==> src/shared/sctc_cfg.svh <==
// sctc_cfg.svh: offsets, field positions and constants of the trap-control block
// assumes it is included by bare name from the package and from the design file
`ifndef SCTC_CFG_SVH
`define SCTC_CFG_SVH
// register byte offsets on the wishbone bus
`define SCTC_OFF_CFG_LO 8'h00
`define SCTC_OFF_CFG_HI 8'h04
`define SCTC_OFF_REQ 8'h08
`define SCTC_OFF_STAT 8'h0C
`define SCTC_OFF_EC 8'h10
// field positions inside the 64-bit security config
`define SCTC_B_WFE_TRAP 13
`define SCTC_B_SECHYP 18
`define SCTC_B_SYNC_SERR 19
`define SCTC_B_NMSERR 20
`define SCTC_B_FAULTINJ 21
`define SCTC_B_CTXNUM 25
`define SCTC_B_TAG 26
`define SCTC_B_FINE 27
`define SCTC_B_PHYSOFF 28
`define SCTC_B_DLY_EN 29
`define SCTC_B_DLY_LO 30
`define SCTC_B_DLY_HI 33
`define SCTC_B_TXMEM 34
`define SCTC_B_AVOFF 35
// external abort route bit: its place beside the block's fields is our own choice
`define SCTC_B_EXT_ROUTE 17
// writable mask of bits kept by this block: 35:25, 21:17 and 13
`define SCTC_CFG_MASK 64'h0000_000F_FE3E_2000
// exponent bias of the wfe delay
`define SCTC_DLY_BIAS 5'h08
// exception class codes
`define SCTC_EC_NONE 6'h00
`define SCTC_EC_WFE 6'h01
`define SCTC_EC_CP15 6'h03
`define SCTC_EC_SYSREG 6'h18
// request register fields
`define SCTC_RQ_KIND_LO 0
`define SCTC_RQ_KIND_HI 3
`define SCTC_RQ_EL_LO 4
`define SCTC_RQ_EL_HI 5
`define SCTC_RQ_A32 6
`define SCTC_RQ_GO 7
`define SCTC_RQ_SECURE 8
`define SCTC_RQ_AMASK 9
`define SCTC_RQ_LOWER 10
`endif

==> src/shared/sctc_pkg.sv <==
// sctc_pkg.sv: types of the trap-control block
// assumes sctc_cfg.svh is on the include path
`include "sctc_cfg.svh"
package sctc_pkg;
  // kinds of access that a lower level may attempt
  typedef enum logic [3:0] {
    SCTC_K_NONE, SCTC_K_TXMEM, SCTC_K_WFE, SCTC_K_PHYSOFF, SCTC_K_FINE,
    SCTC_K_TAG, SCTC_K_CTXNUM, SCTC_K_FAULTINJ, SCTC_K_SECHYP_REG,
    SCTC_K_MON_CFG, SCTC_K_MON_BANK, SCTC_K_SERROR, SCTC_K_SYNC_ABORT,
    SCTC_K_AVOFF
  } sctc_kind_e;
  // verdict on a checked access
  typedef enum logic [1:0] {
    SCTC_V_ALLOW, SCTC_V_UNDEF, SCTC_V_TRAP_TOP, SCTC_V_TRAP_HYP
  } sctc_verdict_e;
  // wfe delay sequencer states
  typedef enum logic [1:0] {
    SCTC_S_IDLE, SCTC_S_WAIT, SCTC_S_DONE
  } sctc_state_e;
endpackage : sctc_pkg

==> src/logic/sctc_trap_ctrl.sv <==
// sctc_trap_ctrl.sv: security config trap controls with a wishbone slave
// assumes a classic wishbone master on i_mclk and one asynchronous reset
//
// Overview of operation
// RL1: txmem off makes transaction instructions undefined
// RL2: delay exponent held; delay is 2^(exp+8)
// RL3: delay enable stretches wfe trap; class 0x01
// RL4: offset enable off traps el2, reads zero
// RL5: fine enable off traps el2, class 0x18
// RL6: tag enable off blocks tags, traps el1/el2
// RL7: context enable off traps, values read zero
// RL8: fault inject enable off traps, class 0x18
// RL9: no top level means fault inject enabled
// RL10: fault inject bit may be reserved zero
// RL11: routed serror nonmaskable ignores abort mask
// RL12: unrouted serror never taken, nonmaskable zero
// RL13: reset clears nonmaskable and sync-abort vector bits
// RL14: sync abort vector selects serror or sync offset
// RL15: secure hyp off makes its registers undefined
// RL16: secure hyp, secure world: lower state aarch64
// RL17: aarch32 monitor config accesses trap, class 0x3
// RL18: aarch32 monitor bank accesses trap, class 0x0
// RL19: other fields reset to unknown values
// RL20: virtual offset enable on leaves accesses alone
// RL21: wfe trap enable traps lower wfe, class 0x01
//
// Our own choices: the register addresses and the Wishbone interface to the registers.
`timescale 1ns/10ps
`default_nettype none
`include "sctc_cfg.svh"
module sctc_trap_ctrl
  import sctc_pkg::*;
#(
  parameter bit HAS_TOP_LEVEL = 1'b1,   // top level implemented
  parameter bit HAS_ERR_RECORDS = 1'b1  // fault injection records present
)(
  // clock and reset
  input wire logic i_mclk,
  input wire logic i_sys_rst,
  // wishbone slave
  input wire logic i_wb_cyc,
  input wire logic i_wb_stb,
  input wire logic i_wb_we,
  input wire logic [7:0] i_wb_adr,
  input wire logic [3:0] i_wb_sel,
  input wire logic [31:0] i_wb_dat,
  output logic [31:0] o_wb_dat,
  output logic o_wb_ack,
  // live decode outputs
  output logic o_lower_state_a64,
  output logic o_sechyp_timers_en,
  output logic o_phys_offset_zero,
  output logic o_ctxnum_zero,
  output logic o_tag_access_ok,
  output logic o_fine_traps_live
);
  ////////////////////////////////////////////////////////////////////////////
  // registered state
  logic [63:0] cfg;        // security config bits held here
  logic [63:0] next_cfg;
  logic [10:0] req;        // last check request
  logic [10:0] next_req;
  logic [1:0] verdict;     // last verdict
  logic [1:0] next_verdict;
  logic [5:0] ec;          // last exception class
  logic [5:0] next_ec;
  logic serr_vec;          // sync abort used serror vector
  logic next_serr_vec;
  logic ack;
  logic next_ack;
  logic [31:0] rdat;
  logic [31:0] next_rdat;
  sctc_state_e state;
  sctc_state_e next_state;
  logic [23:0] dly_cnt;    // wfe delay countdown
  logic [23:0] next_dly_cnt;
  logic busy;              // check in flight

  // effective fault inject enable
  logic fi_eff;
  // effective nonmaskable bit
  logic nm_eff;
  // delay length in cycles
  logic [23:0] dly_len;

  ////////////////////////////////////////////////////////////////////////////
  // effective values
  always_comb
  begin
    // RL9: forced on without top level
    // RL10: reserved zero without error records
    if (!HAS_TOP_LEVEL)
      fi_eff = 1'b1;
    else if (!HAS_ERR_RECORDS)
      fi_eff = 1'b0;
    else
      fi_eff = cfg[`SCTC_B_FAULTINJ];
    // RL12: nonmaskable is zero unless routed
    nm_eff = cfg[`SCTC_B_NMSERR] & cfg[`SCTC_B_EXT_ROUTE];
    // RL2: delay is two to the exponent plus bias
    dly_len = 24'(1) << (5'(cfg[`SCTC_B_DLY_HI:`SCTC_B_DLY_LO]) + `SCTC_DLY_BIAS);
  end

  // writable bits as a vector, so each byte lane can take its own slice
  localparam logic [63:0] CFG_MASK = `SCTC_CFG_MASK;
  ////////////////////////////////////////////////////////////////////////////
  // verdict function for one access
  function automatic logic [7:0] judge(input logic [10:0] r, input logic [63:0] c,
                                       input logic fi, input logic nm);
    logic [3:0] k;
    logic [1:0] el;
    logic [1:0] v;
    logic [5:0] e;
    logic sys_trap;  // system register access traps to the top level
    k = r[`SCTC_RQ_KIND_HI:`SCTC_RQ_KIND_LO];
    el = r[`SCTC_RQ_EL_HI:`SCTC_RQ_EL_LO];
    v = SCTC_V_ALLOW;
    e = `SCTC_EC_NONE;
    sys_trap = 1'b0;
    case (k)
      SCTC_K_TXMEM:
      begin
        // RL1: undefined below top when disabled
        if (el != 2'd3 && !c[`SCTC_B_TXMEM])
          v = SCTC_V_UNDEF;
      end
      SCTC_K_WFE:
      begin
        // RL21: wfe below top traps when enabled
        if (el != 2'd3 && c[`SCTC_B_WFE_TRAP])
        begin
          v = SCTC_V_TRAP_TOP;
          e = `SCTC_EC_WFE;
        end
      end
      SCTC_K_PHYSOFF:
        // RL4: el2 access traps when disabled
        sys_trap = el == 2'd2 && !c[`SCTC_B_PHYSOFF];
      SCTC_K_FINE:
        // RL5: el2 access traps, class 0x18
        sys_trap = el == 2'd2 && !c[`SCTC_B_FINE];
      SCTC_K_TAG:
        // RL6: el1/el2 trap unless caught lower
        sys_trap = (el == 2'd1 || el == 2'd2) && !c[`SCTC_B_TAG] && !r[`SCTC_RQ_LOWER];
      SCTC_K_CTXNUM:
        // RL7: trap below top unless higher priority
        sys_trap = el != 2'd3 && !c[`SCTC_B_CTXNUM] && !r[`SCTC_RQ_LOWER];
      SCTC_K_FAULTINJ:
        // RL8: el1/el2 trap when disabled
        sys_trap = (el == 2'd1 || el == 2'd2) && !fi;
      SCTC_K_SECHYP_REG:
      begin
        // RL15: secure hyp registers undefined when off
        if (!c[`SCTC_B_SECHYP])
          v = SCTC_V_UNDEF;
      end
      SCTC_K_MON_CFG:
      begin
        // RL17: secure aarch32 el1 traps to secure hyp
        if (c[`SCTC_B_SECHYP] && r[`SCTC_RQ_A32] && el == 2'd1 && r[`SCTC_RQ_SECURE])
        begin
          v = SCTC_V_TRAP_HYP;
          e = `SCTC_EC_CP15;
        end
      end
      SCTC_K_MON_BANK:
      begin
        // RL18: banked monitor access traps, class 0
        if (c[`SCTC_B_SECHYP] && r[`SCTC_RQ_A32] && el == 2'd1 && r[`SCTC_RQ_SECURE])
        begin
          v = SCTC_V_TRAP_HYP;
          e = `SCTC_EC_NONE;
        end
      end
      SCTC_K_SERROR:
      begin
        // RL11: routed serror taken at top unless masked and not nonmaskable
        // RL12: not routed means never taken at top
        if (c[`SCTC_B_EXT_ROUTE] && (nm || !r[`SCTC_RQ_AMASK]))
          v = SCTC_V_TRAP_TOP;
      end
      SCTC_K_AVOFF:
        // RL20: enabled bit leaves el2 access alone
        sys_trap = el == 2'd2 && !c[`SCTC_B_AVOFF];
      default:
      begin
        v = SCTC_V_ALLOW;
      end
    endcase
    // one place raises every system register trap, all with one class
    if (sys_trap)
    begin
      v = SCTC_V_TRAP_TOP;
      e = `SCTC_EC_SYSREG;
    end
    judge = {e, v};
  endfunction

  ////////////////////////////////////////////////////////////////////////////
  // bus and config next state
  logic hit;   // valid new bus cycle
  assign hit = i_wb_cyc & i_wb_stb & ~ack;
  assign busy = (state == SCTC_S_WAIT);

  always_comb
  begin
    next_cfg = cfg;
    next_req = req;
    next_ack = hit;
    next_rdat = rdat;
    if (hit && i_wb_we)
    begin
      case (i_wb_adr)
        `SCTC_OFF_CFG_LO:
        begin
          for (int b = 0; b < 4; b++)
            if (i_wb_sel[b])
              next_cfg[b*8 +: 8] = i_wb_dat[b*8 +: 8] & CFG_MASK[b*8 +: 8];
        end
        `SCTC_OFF_CFG_HI:
        begin
          for (int b = 0; b < 4; b++)
            if (i_wb_sel[b])
              next_cfg[32 + b*8 +: 8] = i_wb_dat[b*8 +: 8] & CFG_MASK[32 + b*8 +: 8];
        end
        `SCTC_OFF_REQ:
        begin
          // a new check is ignored while one is in flight
          if (!busy && i_wb_sel[0] && i_wb_sel[1])
            next_req = i_wb_dat[10:0];
        end
        default:
        begin
          next_req = req;
        end
      endcase
    end
    if (hit && !i_wb_we)
    begin
      case (i_wb_adr)
        `SCTC_OFF_CFG_LO: next_rdat = cfg[31:0];
        `SCTC_OFF_CFG_HI: next_rdat = cfg[63:32];
        `SCTC_OFF_REQ: next_rdat = {21'h0, req};
        `SCTC_OFF_STAT: next_rdat = {24'h0, 3'h0, serr_vec, 1'b0, state == SCTC_S_DONE,
                                     verdict};
        `SCTC_OFF_EC: next_rdat = {26'h0, ec};
        default: next_rdat = 32'h0000_0000;
      endcase
    end
  end

  ////////////////////////////////////////////////////////////////////////////
  // check sequencer: wfe traps wait out the programmed delay
  logic go_new;  // request written with go bit
  assign go_new = hit && i_wb_we && i_wb_adr == `SCTC_OFF_REQ && !busy
                  && i_wb_sel[0] && i_wb_dat[`SCTC_RQ_GO];
  logic [7:0] jv;  // combined verdict of the held request
  assign jv = judge(req, cfg, fi_eff, nm_eff);

  always_comb
  begin
    next_state = state;
    next_dly_cnt = dly_cnt;
    next_verdict = verdict;
    next_ec = ec;
    next_serr_vec = serr_vec;
    case (state)
      SCTC_S_IDLE, SCTC_S_DONE:
      begin
        if (go_new)
        begin
          next_state = SCTC_S_WAIT;
          // RL3: enabled delay uses the programmed length
          next_dly_cnt = cfg[`SCTC_B_DLY_EN] ? dly_len : 24'd1;
        end
      end
      SCTC_S_WAIT:
      begin
        // only a trapping wfe waits; everything else resolves at once
        if (dly_cnt > 24'd1 && req[`SCTC_RQ_KIND_HI:0] == SCTC_K_WFE
            && jv[1:0] == SCTC_V_TRAP_TOP)
          next_dly_cnt = dly_cnt - 24'd1;
        else
        begin
          next_state = SCTC_S_DONE;
          next_verdict = jv[1:0];
          next_ec = jv[7:2];
          // RL14: sync abort vector choice
          next_serr_vec = (req[3:0] == SCTC_K_SYNC_ABORT) && cfg[`SCTC_B_SYNC_SERR];
        end
      end
      default:
      begin
        next_state = SCTC_S_IDLE;
      end
    endcase
  end

  ////////////////////////////////////////////////////////////////////////////
  // registers
  always_ff @(posedge i_mclk or posedge i_sys_rst)
  begin
    if (i_sys_rst)
    begin
      // RL13: nonmaskable and sync vector bits clear
      // RL19: other fields unknown; zero chosen here
      cfg <= 64'h0000_0000_0000_0000;
      req <= 11'h000;
      verdict <= 2'h0;
      ec <= 6'h00;
      serr_vec <= 1'b0;
      ack <= 1'b0;
      rdat <= 32'h0000_0000;
      state <= SCTC_S_IDLE;
      dly_cnt <= 24'h00_0000;
    end
    else
    begin
      cfg <= next_cfg;
      req <= next_req;
      verdict <= next_verdict;
      ec <= next_ec;
      serr_vec <= next_serr_vec;
      ack <= next_ack;
      rdat <= next_rdat;
      state <= next_state;
      dly_cnt <= next_dly_cnt;
    end
  end

  ////////////////////////////////////////////////////////////////////////////
  // outputs
  assign o_wb_ack = ack;
  assign o_wb_dat = rdat;
  // RL16: secure world under secure hyp runs aarch64 below
  assign o_lower_state_a64 = cfg[`SCTC_B_SECHYP] & req[`SCTC_RQ_SECURE];
  // RL15: secure hyp timers off when disabled
  assign o_sechyp_timers_en = cfg[`SCTC_B_SECHYP];
  // RL4: offset reads as zero when disabled
  assign o_phys_offset_zero = ~cfg[`SCTC_B_PHYSOFF];
  // RL7: context numbers read as zero when disabled
  assign o_ctxnum_zero = ~cfg[`SCTC_B_CTXNUM];
  // RL6: tag access blocked when disabled
  assign o_tag_access_ok = cfg[`SCTC_B_TAG];
  // RL5: el2 fine traps disabled when off
  assign o_fine_traps_live = cfg[`SCTC_B_FINE];
endmodule : sctc_trap_ctrl
`default_nettype wire

==> config.mk <==
export PLATFORM = sky130hd
export DESIGN_NAME = sctc_trap_ctrl
export DESIGN_NICKNAME = d
export VERILOG_FILES = /design/src/shared/sctc_pkg.sv /design/src/logic/sctc_trap_ctrl.sv
export VERILOG_INCLUDE_DIRS = /design/src /design/src/shared
export SDC_FILE = /design/constraint.sdc
export NUM_CORES = 1
export LEC_CHECK = 0
export BUFFER_PORTS_ARGS = -buffer_cell sky130_fd_sc_hd__clkbuf_2
export CAP_MARGIN = 30
export CORE_MARGIN = 5
export CORE_UTILIZATION = 55
export CTS_CLUSTER_SIZE = 30
export DETAILED_ROUTE_END_ITERATION = 12
export GPL_TIMING_DRIVEN = 0
export PLACE_DENSITY_LB_ADDON = 0.08
export REMOVE_ABC_BUFFERS = 1
export SYNTH_ARGS = -nofsm -noshare
export SYNTH_HDL_FRONTEND = slang
export SYNTH_SLANG_ARGS = --single-unit
==> constraint.sdc <==
create_clock -name i_mclk -period 3.1 [get_ports i_mclk]
set_input_delay 0.31 -clock i_mclk [delete_from_list [all_inputs] [get_ports i_mclk]]
set_output_delay 0.31 -clock i_mclk [all_outputs]
set_load 0.05 [all_outputs]
== Word-level counts from Yosys, hierarchy flattened ==
Cells that the tools add are included.
Storage, ports and cells
  output and inout bits: 39
  bits in writable memories: 0
  input port bits: 49
  bits in read-only memories: 0
  memories kept: 0
  word-level logic and storage cells: 121
  register bits after elaboration: 96
  latch bits: 0
Cells by class
  reduce and logical (&&, ||, !) cells: 51
  muxes and demuxes: 20
  shifts and indexed selects: 1
  bitwise gates (word level): 8
  divide/modulo/power cells: 0
  equality and inequality tests: 26
  multiply operators: 0
  add/subtract/negate cells: 2
  order comparisons: 1
Operators with widths (number)
  $pmux 32 s5: 1
  $mux 24: 3
  $pmux 24 s2: 1
  $logic_and 1x1->1: 25
  $eq 4x4->1 const B: 6
  $gt 24x1->1 const B: 1
  $shl 1x5->24 const A: 1
  $sub 24x1->24 const B: 1
  $reduce_and 3->1: 6
  $eq 4x3->1 const B: 4
  $eq 8x4->1 const B: 2
  $mux 2: 7
  $logic_not 1->1: 11
  $pmux 2 s5: 1
  $eq 4x2->1 const B: 2
  $eq 8x3->1 const B: 1
  $eq 8x5->1 const B: 1
  $logic_not 8->1: 1
  $pmux 2 s2: 2
  $eq 2x2->1 const B: 3
  $mux 6: 1
  $ne 2x2->1 const B: 3
  $pmux 1 s6: 1
  $add 4x4->5 const B: 1
  other kinds (11): 23

== Depth between registers and ports, before layout ==
  depth after elaboration: 10
  mapped depth: 10
  depth with buffers taken out: 8

== Worst setup path before layout ==
No wires, ideal clock.
  path kind: register to register
  start point: register cfg[18]
  end point: register dly_cnt[10]
  required time: 3.026 ns
  data arrival time: 2.398 ns
  period minus slack after synthesis: 2.472 ns
  setup slack: 0.628 ns
  stages on the path, launching flop included: 9
  setup time: 0.074 ns
  buffers on the path: 2
  path through: dfrtp_1 > and2_1 > nand2_1 > o221ai_1 > o211ai_2 > and2_1 > buf_4 > buf_12 > o21ai_2
Between the ends
  word-level cells in the longest chain between the ends: 10
  elaborated cells on any way between the ends: 11
  classes of those cells: 2 x eq/ne; 4 x mux; 5 x reduce/logical
Ends and longest elaborated chain
  start, declared: RTL line sctc_trap_ctrl.sv:59  | logic [63:0] cfg;
  start signal, assigned: RTL line sctc_trap_ctrl.sv:319  | cfg <= next_cfg;
  $logic_and 1x1->1 (3 in a row): RTL line sctc_trap_ctrl.sv:160, sctc_trap_ctrl.sv:169
  $mux 2: RTL line sctc_trap_ctrl.sv:160, sctc_trap_ctrl.sv:169
  $pmux 2 s5 (*): RTL line sctc_trap_ctrl.sv:120  | case (k)
  $mux 2 (*): RTL line sctc_trap_ctrl.sv:191  | if (sys_trap)
  $eq 2x2->1 (*): RTL line sctc_trap_ctrl.sv:281  | && jv[1:0] == SCTC_V_TRAP_TOP)
  $logic_and 1x1->1 (*): RTL line sctc_trap_ctrl.sv:280  | if (dly_cnt > 24'd1 && req[`SCTC_RQ_KIND_HI:0] == SCTC_K_WFE
  $ne 2x1->1 (no source line) (*)
  $reduce_and 3->1 (no source line) (*)
  end signal, assigned: RTL line sctc_trap_ctrl.sv:327  | dly_cnt <= next_dly_cnt;
  end, declared: RTL line sctc_trap_ctrl.sv:75  | logic [23:0] dly_cnt;
Every way passes the cells marked *; elsewhere a longest branch is shown, timed or not.
A chain may end at the register's enable or synchronous reset.

== Worst setup path after layout ==
  start point: register dly_cnt[18]
  end point: register dly_cnt[21]
Between the ends
  word-level cells in the longest chain between the ends: 5
  elaborated cells on any way between the ends: 8
  classes of those cells: 1 x add/sub; 1 x order compare; 1 x eq/ne; 2 x mux; 3 x reduce/logical
Ends and longest elaborated chain (RTL line)
  $gt 24x1->1: sctc_trap_ctrl.sv:280
  $logic_and 1x1->1 (2 in a row): sctc_trap_ctrl.sv:280
  $ne 2x1->1 (no source line)
  $reduce_and 3->1 (no source line)
Several ways; a longest one is shown, not always the timed one. The select of a mux whose other input is x is not followed.

==> impl_results.md <==
- Die span in y: 100.8 um
- CP Data Arrival Time: 3060 ps
- Initial Util: 55.71%
- FMAX: 350.6 MHz
- Final GP Congestion: 0.8449
- Drt wl/cell: 17.86 um
- Synth Flop Type: dfrtp_1
- Comb pwr share: 5.0%
- Global Route Usage Sum: 22.65%
- Number of flops mapped to enable cells by yosys: 0
- Worst Hold End: cfg[31]
- # clock sinks: 85
- Vias in the first global route: 3558
- Worst setup SP type: flop
- Worst reg2reg path depth: 6
- Crit Reg-Reg Startpoint: dly_cnt[18]
- Post-route cell area: 0.005167 mm^2
- Mapped cell area: 0.004532 mm^2
- DRT iter0 DRCs: 274
- Clock transition at the registers of the reported paths: 90 ps
- Die X: 100.8 um
- Clock Skew: 9.122 ps
- Psw: 484.6 uW
- Final cell count without fillers: 612
- Status: finished, final reports clean
- Largest net degree at the start of global routing: 62
- Initial antenna violation count: 0
- Pre-CTS setup slack: 22.84 ps
- Post-Syn Instances: 441
- LEAKAGE: 2.429 nW
- Die footprint: 0.01015 mm^2
- Max-Cap Viols: 0
- Final hold violations: 0
- Seq cells post-synth: 85
- Worst hold slack: 187.3 ps
- Area delta synth->final: 14.03%
- CP Launch Point: dly_cnt[18]
- Critical R2R Capture: dly_cnt[21]
- Tot Pwr: 2.108 mW
- Ys async rst share: 100.0%
- Tcrit/Tclk final: 92.01%
- Clock Latency Late Sink: 350 ps
- Pint: 1.624 mW
- Crit-path max FO: 17
- Hold path startpoint: i_wb_dat[31]
- H-tree levels: 3
- Clock share of power: 41.9%
- Sequential share of the synthesized area: 46.94%
- Nets: 556
- Routed WL: 10.93 mm
- Post-DR vias/cell: 5.892
- Crit Path Class: flop to flop
- Synth Area per Inst: 10.28 um^2
- First-pass GRT wire length: 18.21 mm
- Clock Root Buffer: clkbuf_8
- CTS Buffer Depth: 2
- Drt first pass iters: 4
- Clock buffer count from CTS: 9
- Period minus WS final: 2852 ps
- Power Dens Cells: 408.0 mW/mm^2
- Fill cells: 696
- Synth cell types: 60
- PortBufs: 71
- Layout cell share with drive strength beyond 1: 27.42%
- Sequential share of power: 53.0%
- Sw Share: 22.98%
- Worst R2R Setup Slack: 250 ps
- Ports: 88
- Peak VDD IR: 290.1 uV
- Slew at the pin closest to its max-slew limit: 922.8 ps
- Core area: 0.008134 mm^2
- Grt ovf: 0
- Antenna cells: 0
- Antenna viol nets, final: 0
- DR DRC count: 0
- Min-Delay Path Class: primary input to flop
- Final worst slack: 247.6 ps
- Placed instance area: 0.004931 mm^2
- Slew headroom: 38.26%
- Final Setup Violations: 0
- Unrepaired setup endpoints after global routing: no
- TritonCTS clock tree: yes
- Crit path required time: 3310 ps
- WHS Path Cells: 2
- Number of synthesis warnings: 0
- Crit end category: flop
- Row cnt: 33
- Slew Viols, Final: 0
- Post-DP HPWL: 7.874 mm
- Placed cell count: 595
- Detailed-route via count: 3606
==> stage by stage <==
stage	utilization, %	setup TNS (ps)
after global routing	63.53	0
after detailed placement	60.62	0
after CTS	63.51	0
after floorplan	-	0
final	63.53	0
after global placement	59.79	-38510
==> cell type report <==
| cell class | count | area [um^2] | share of cell area (%) |
|---|---|---|---|
| inverter | 21 | 81.33 | 1.574 |
| timing repair buffer | 76 | 430.4 | 8.329 |
| clock buffer | 11 | 141.4 | 2.736 |
| multi-input combinational | 309 | 2172 | 42.03 |
| tap | 105 | 131.4 | 2.542 |
| clock inverter | 5 | 83.83 | 1.622 |
| sequential | 85 | 2127 | 41.16 |
==> worst max-delay path, stage by stage (launching register included) <==
cell	delay, ps
dfrtp_1	460
or4_1	560
nor4_1	430
a31oi_1	260
o211ai_2	280
and2_2	540
o21ai_0	180
==> kinds of logic after synthesis <==
family / after synthesis / share of synthesized area, %
compound gates: 122 / 19.49
xor+xnor: 3 / 0.5799
fa+ha+maj: 5 / 1.380
buf+inv: 54 / 5.743
flops: 85 / 46.94
mux: 36 / 8.807
other cells: 1 / 0.08275
simple gates: 135 / 16.98
==> registers in the layout (all words and copies together) (netlist names) <==
register / flops
o_wb_dat: 24
req: 11
cfg: 17
verdict: 2
serr_vec: 1
ec: 3
state: 2
dly_cnt: 24
o_wb_ack: 1
==> power groups by stage <==
stage | clock [mW] | combinational, mW | sequential (mW)
after floorplan | 0 | 0.0556 | 1.14
after global placement | 0 | 0.0987 | 1.14
after detailed placement | 0 | 0.107 | 1.14
after CTS | 0.898 | 0.108 | 1.12
after global routing | 0.945 | 0.118 | 1.12
final | 0.884 | 0.106 | 1.12
==> cell usage after synthesis (3+ instances only) <==
cell type  count  area share [%]
or4_1          3            0.50
nand4_1        7            0.97
o311a_1        3            0.66
clkbuf_1      19             1.6
o21ai_0       20             2.2
and2_1         6            0.83
nor4b_1        5            0.97
a31oi_1       21             2.9
a22o_1        21             4.1
or3_1          3            0.41
nand4b_1       3            0.58
nor4bb_1       3            0.66
inv_1         21             1.7
buf_4         10             1.7
mux2_2        31             7.7
o21ai_2        4            0.77
ha_1           5             1.4
a21oi_1       22             2.4
and3_1         4            0.55
nor4_1         3            0.41
nand3_1        7            0.77
nor3_1        13             1.4
mux2i_1        5             1.1
nand3b_1       3            0.50
a21o_1         4            0.66
nor2_1        30             2.5
o211a_1        4            0.88
nor2b_1        7            0.97
dfrtp_1       85              47
nand2_1       24             2.0
buf_2          3            0.33
o22ai_2        5             1.4
nand2b_1       5            0.69
==> cell usage in the layout, fill, tap and decap left out, drive strengths merged, types with 4 or more instances in the layout <==
| cell type | synthesis | final |
|---|---|---|
| buf | 14 | 4 |
| mux2 | 31 | 31 |
| nor2b | 7 | 7 |
| o21ai | 24 | 24 |
| nand2 | 24 | 24 |
| conb | 1 | 8 |
| nand3 | 7 | 7 |
| nand2b | 5 | 5 |
| a31oi | 21 | 21 |
| and3 | 4 | 4 |
| nand4 | 7 | 7 |
| ha | 5 | 5 |
| or4 | 4 | 4 |
| a21oi | 22 | 22 |
| o211a | 4 | 4 |
| dfrtp | 85 | 85 |
| nor4 | 5 | 5 |
| o22ai | 5 | 5 |
| nor3 | 14 | 14 |
| inv | 21 | 21 |
| nor4b | 5 | 5 |
| clkbuf | 19 | 82 |
| mux2i | 5 | 5 |
| a21o | 4 | 4 |
| nor2 | 30 | 30 |
| a22o | 21 | 21 |
| and2 | 6 | 6 |
==> per-layer routing <==
metal / vias up / track usage, % / wire, um / part of all wire, %
li1: 1737 / - / - / -
met1: 1759 / 33.89 / 5066 / 46
met2: 102 / 33.62 / 5007 / 46
met3: 8 / 3.875 / 779 / 7.1
met4: 0 / 7.047 / 76 / 0.70
met5: - / 0 / 0 / 0
==> worst max path at each step <==
stage / to / slack [ps]
final: dly_cnt[21] / 250
after global placement: o_wb_dat[20] / -410
after global routing: dly_cnt[18] / 30
after detailed placement: dly_cnt[21] / 20
after floorplan: dly_cnt[11] / 220
after CTS: dly_cnt[21] / 20
==> timing repair <==
action,4_1_cts,5_1_grt
buffers inserted,0,0
hold endpoints to repair,24,0
resized for setup,0,1
hold buffers,1,0
endpoints found under the setup margin,0,17
(Power assumes the default switching activity.)
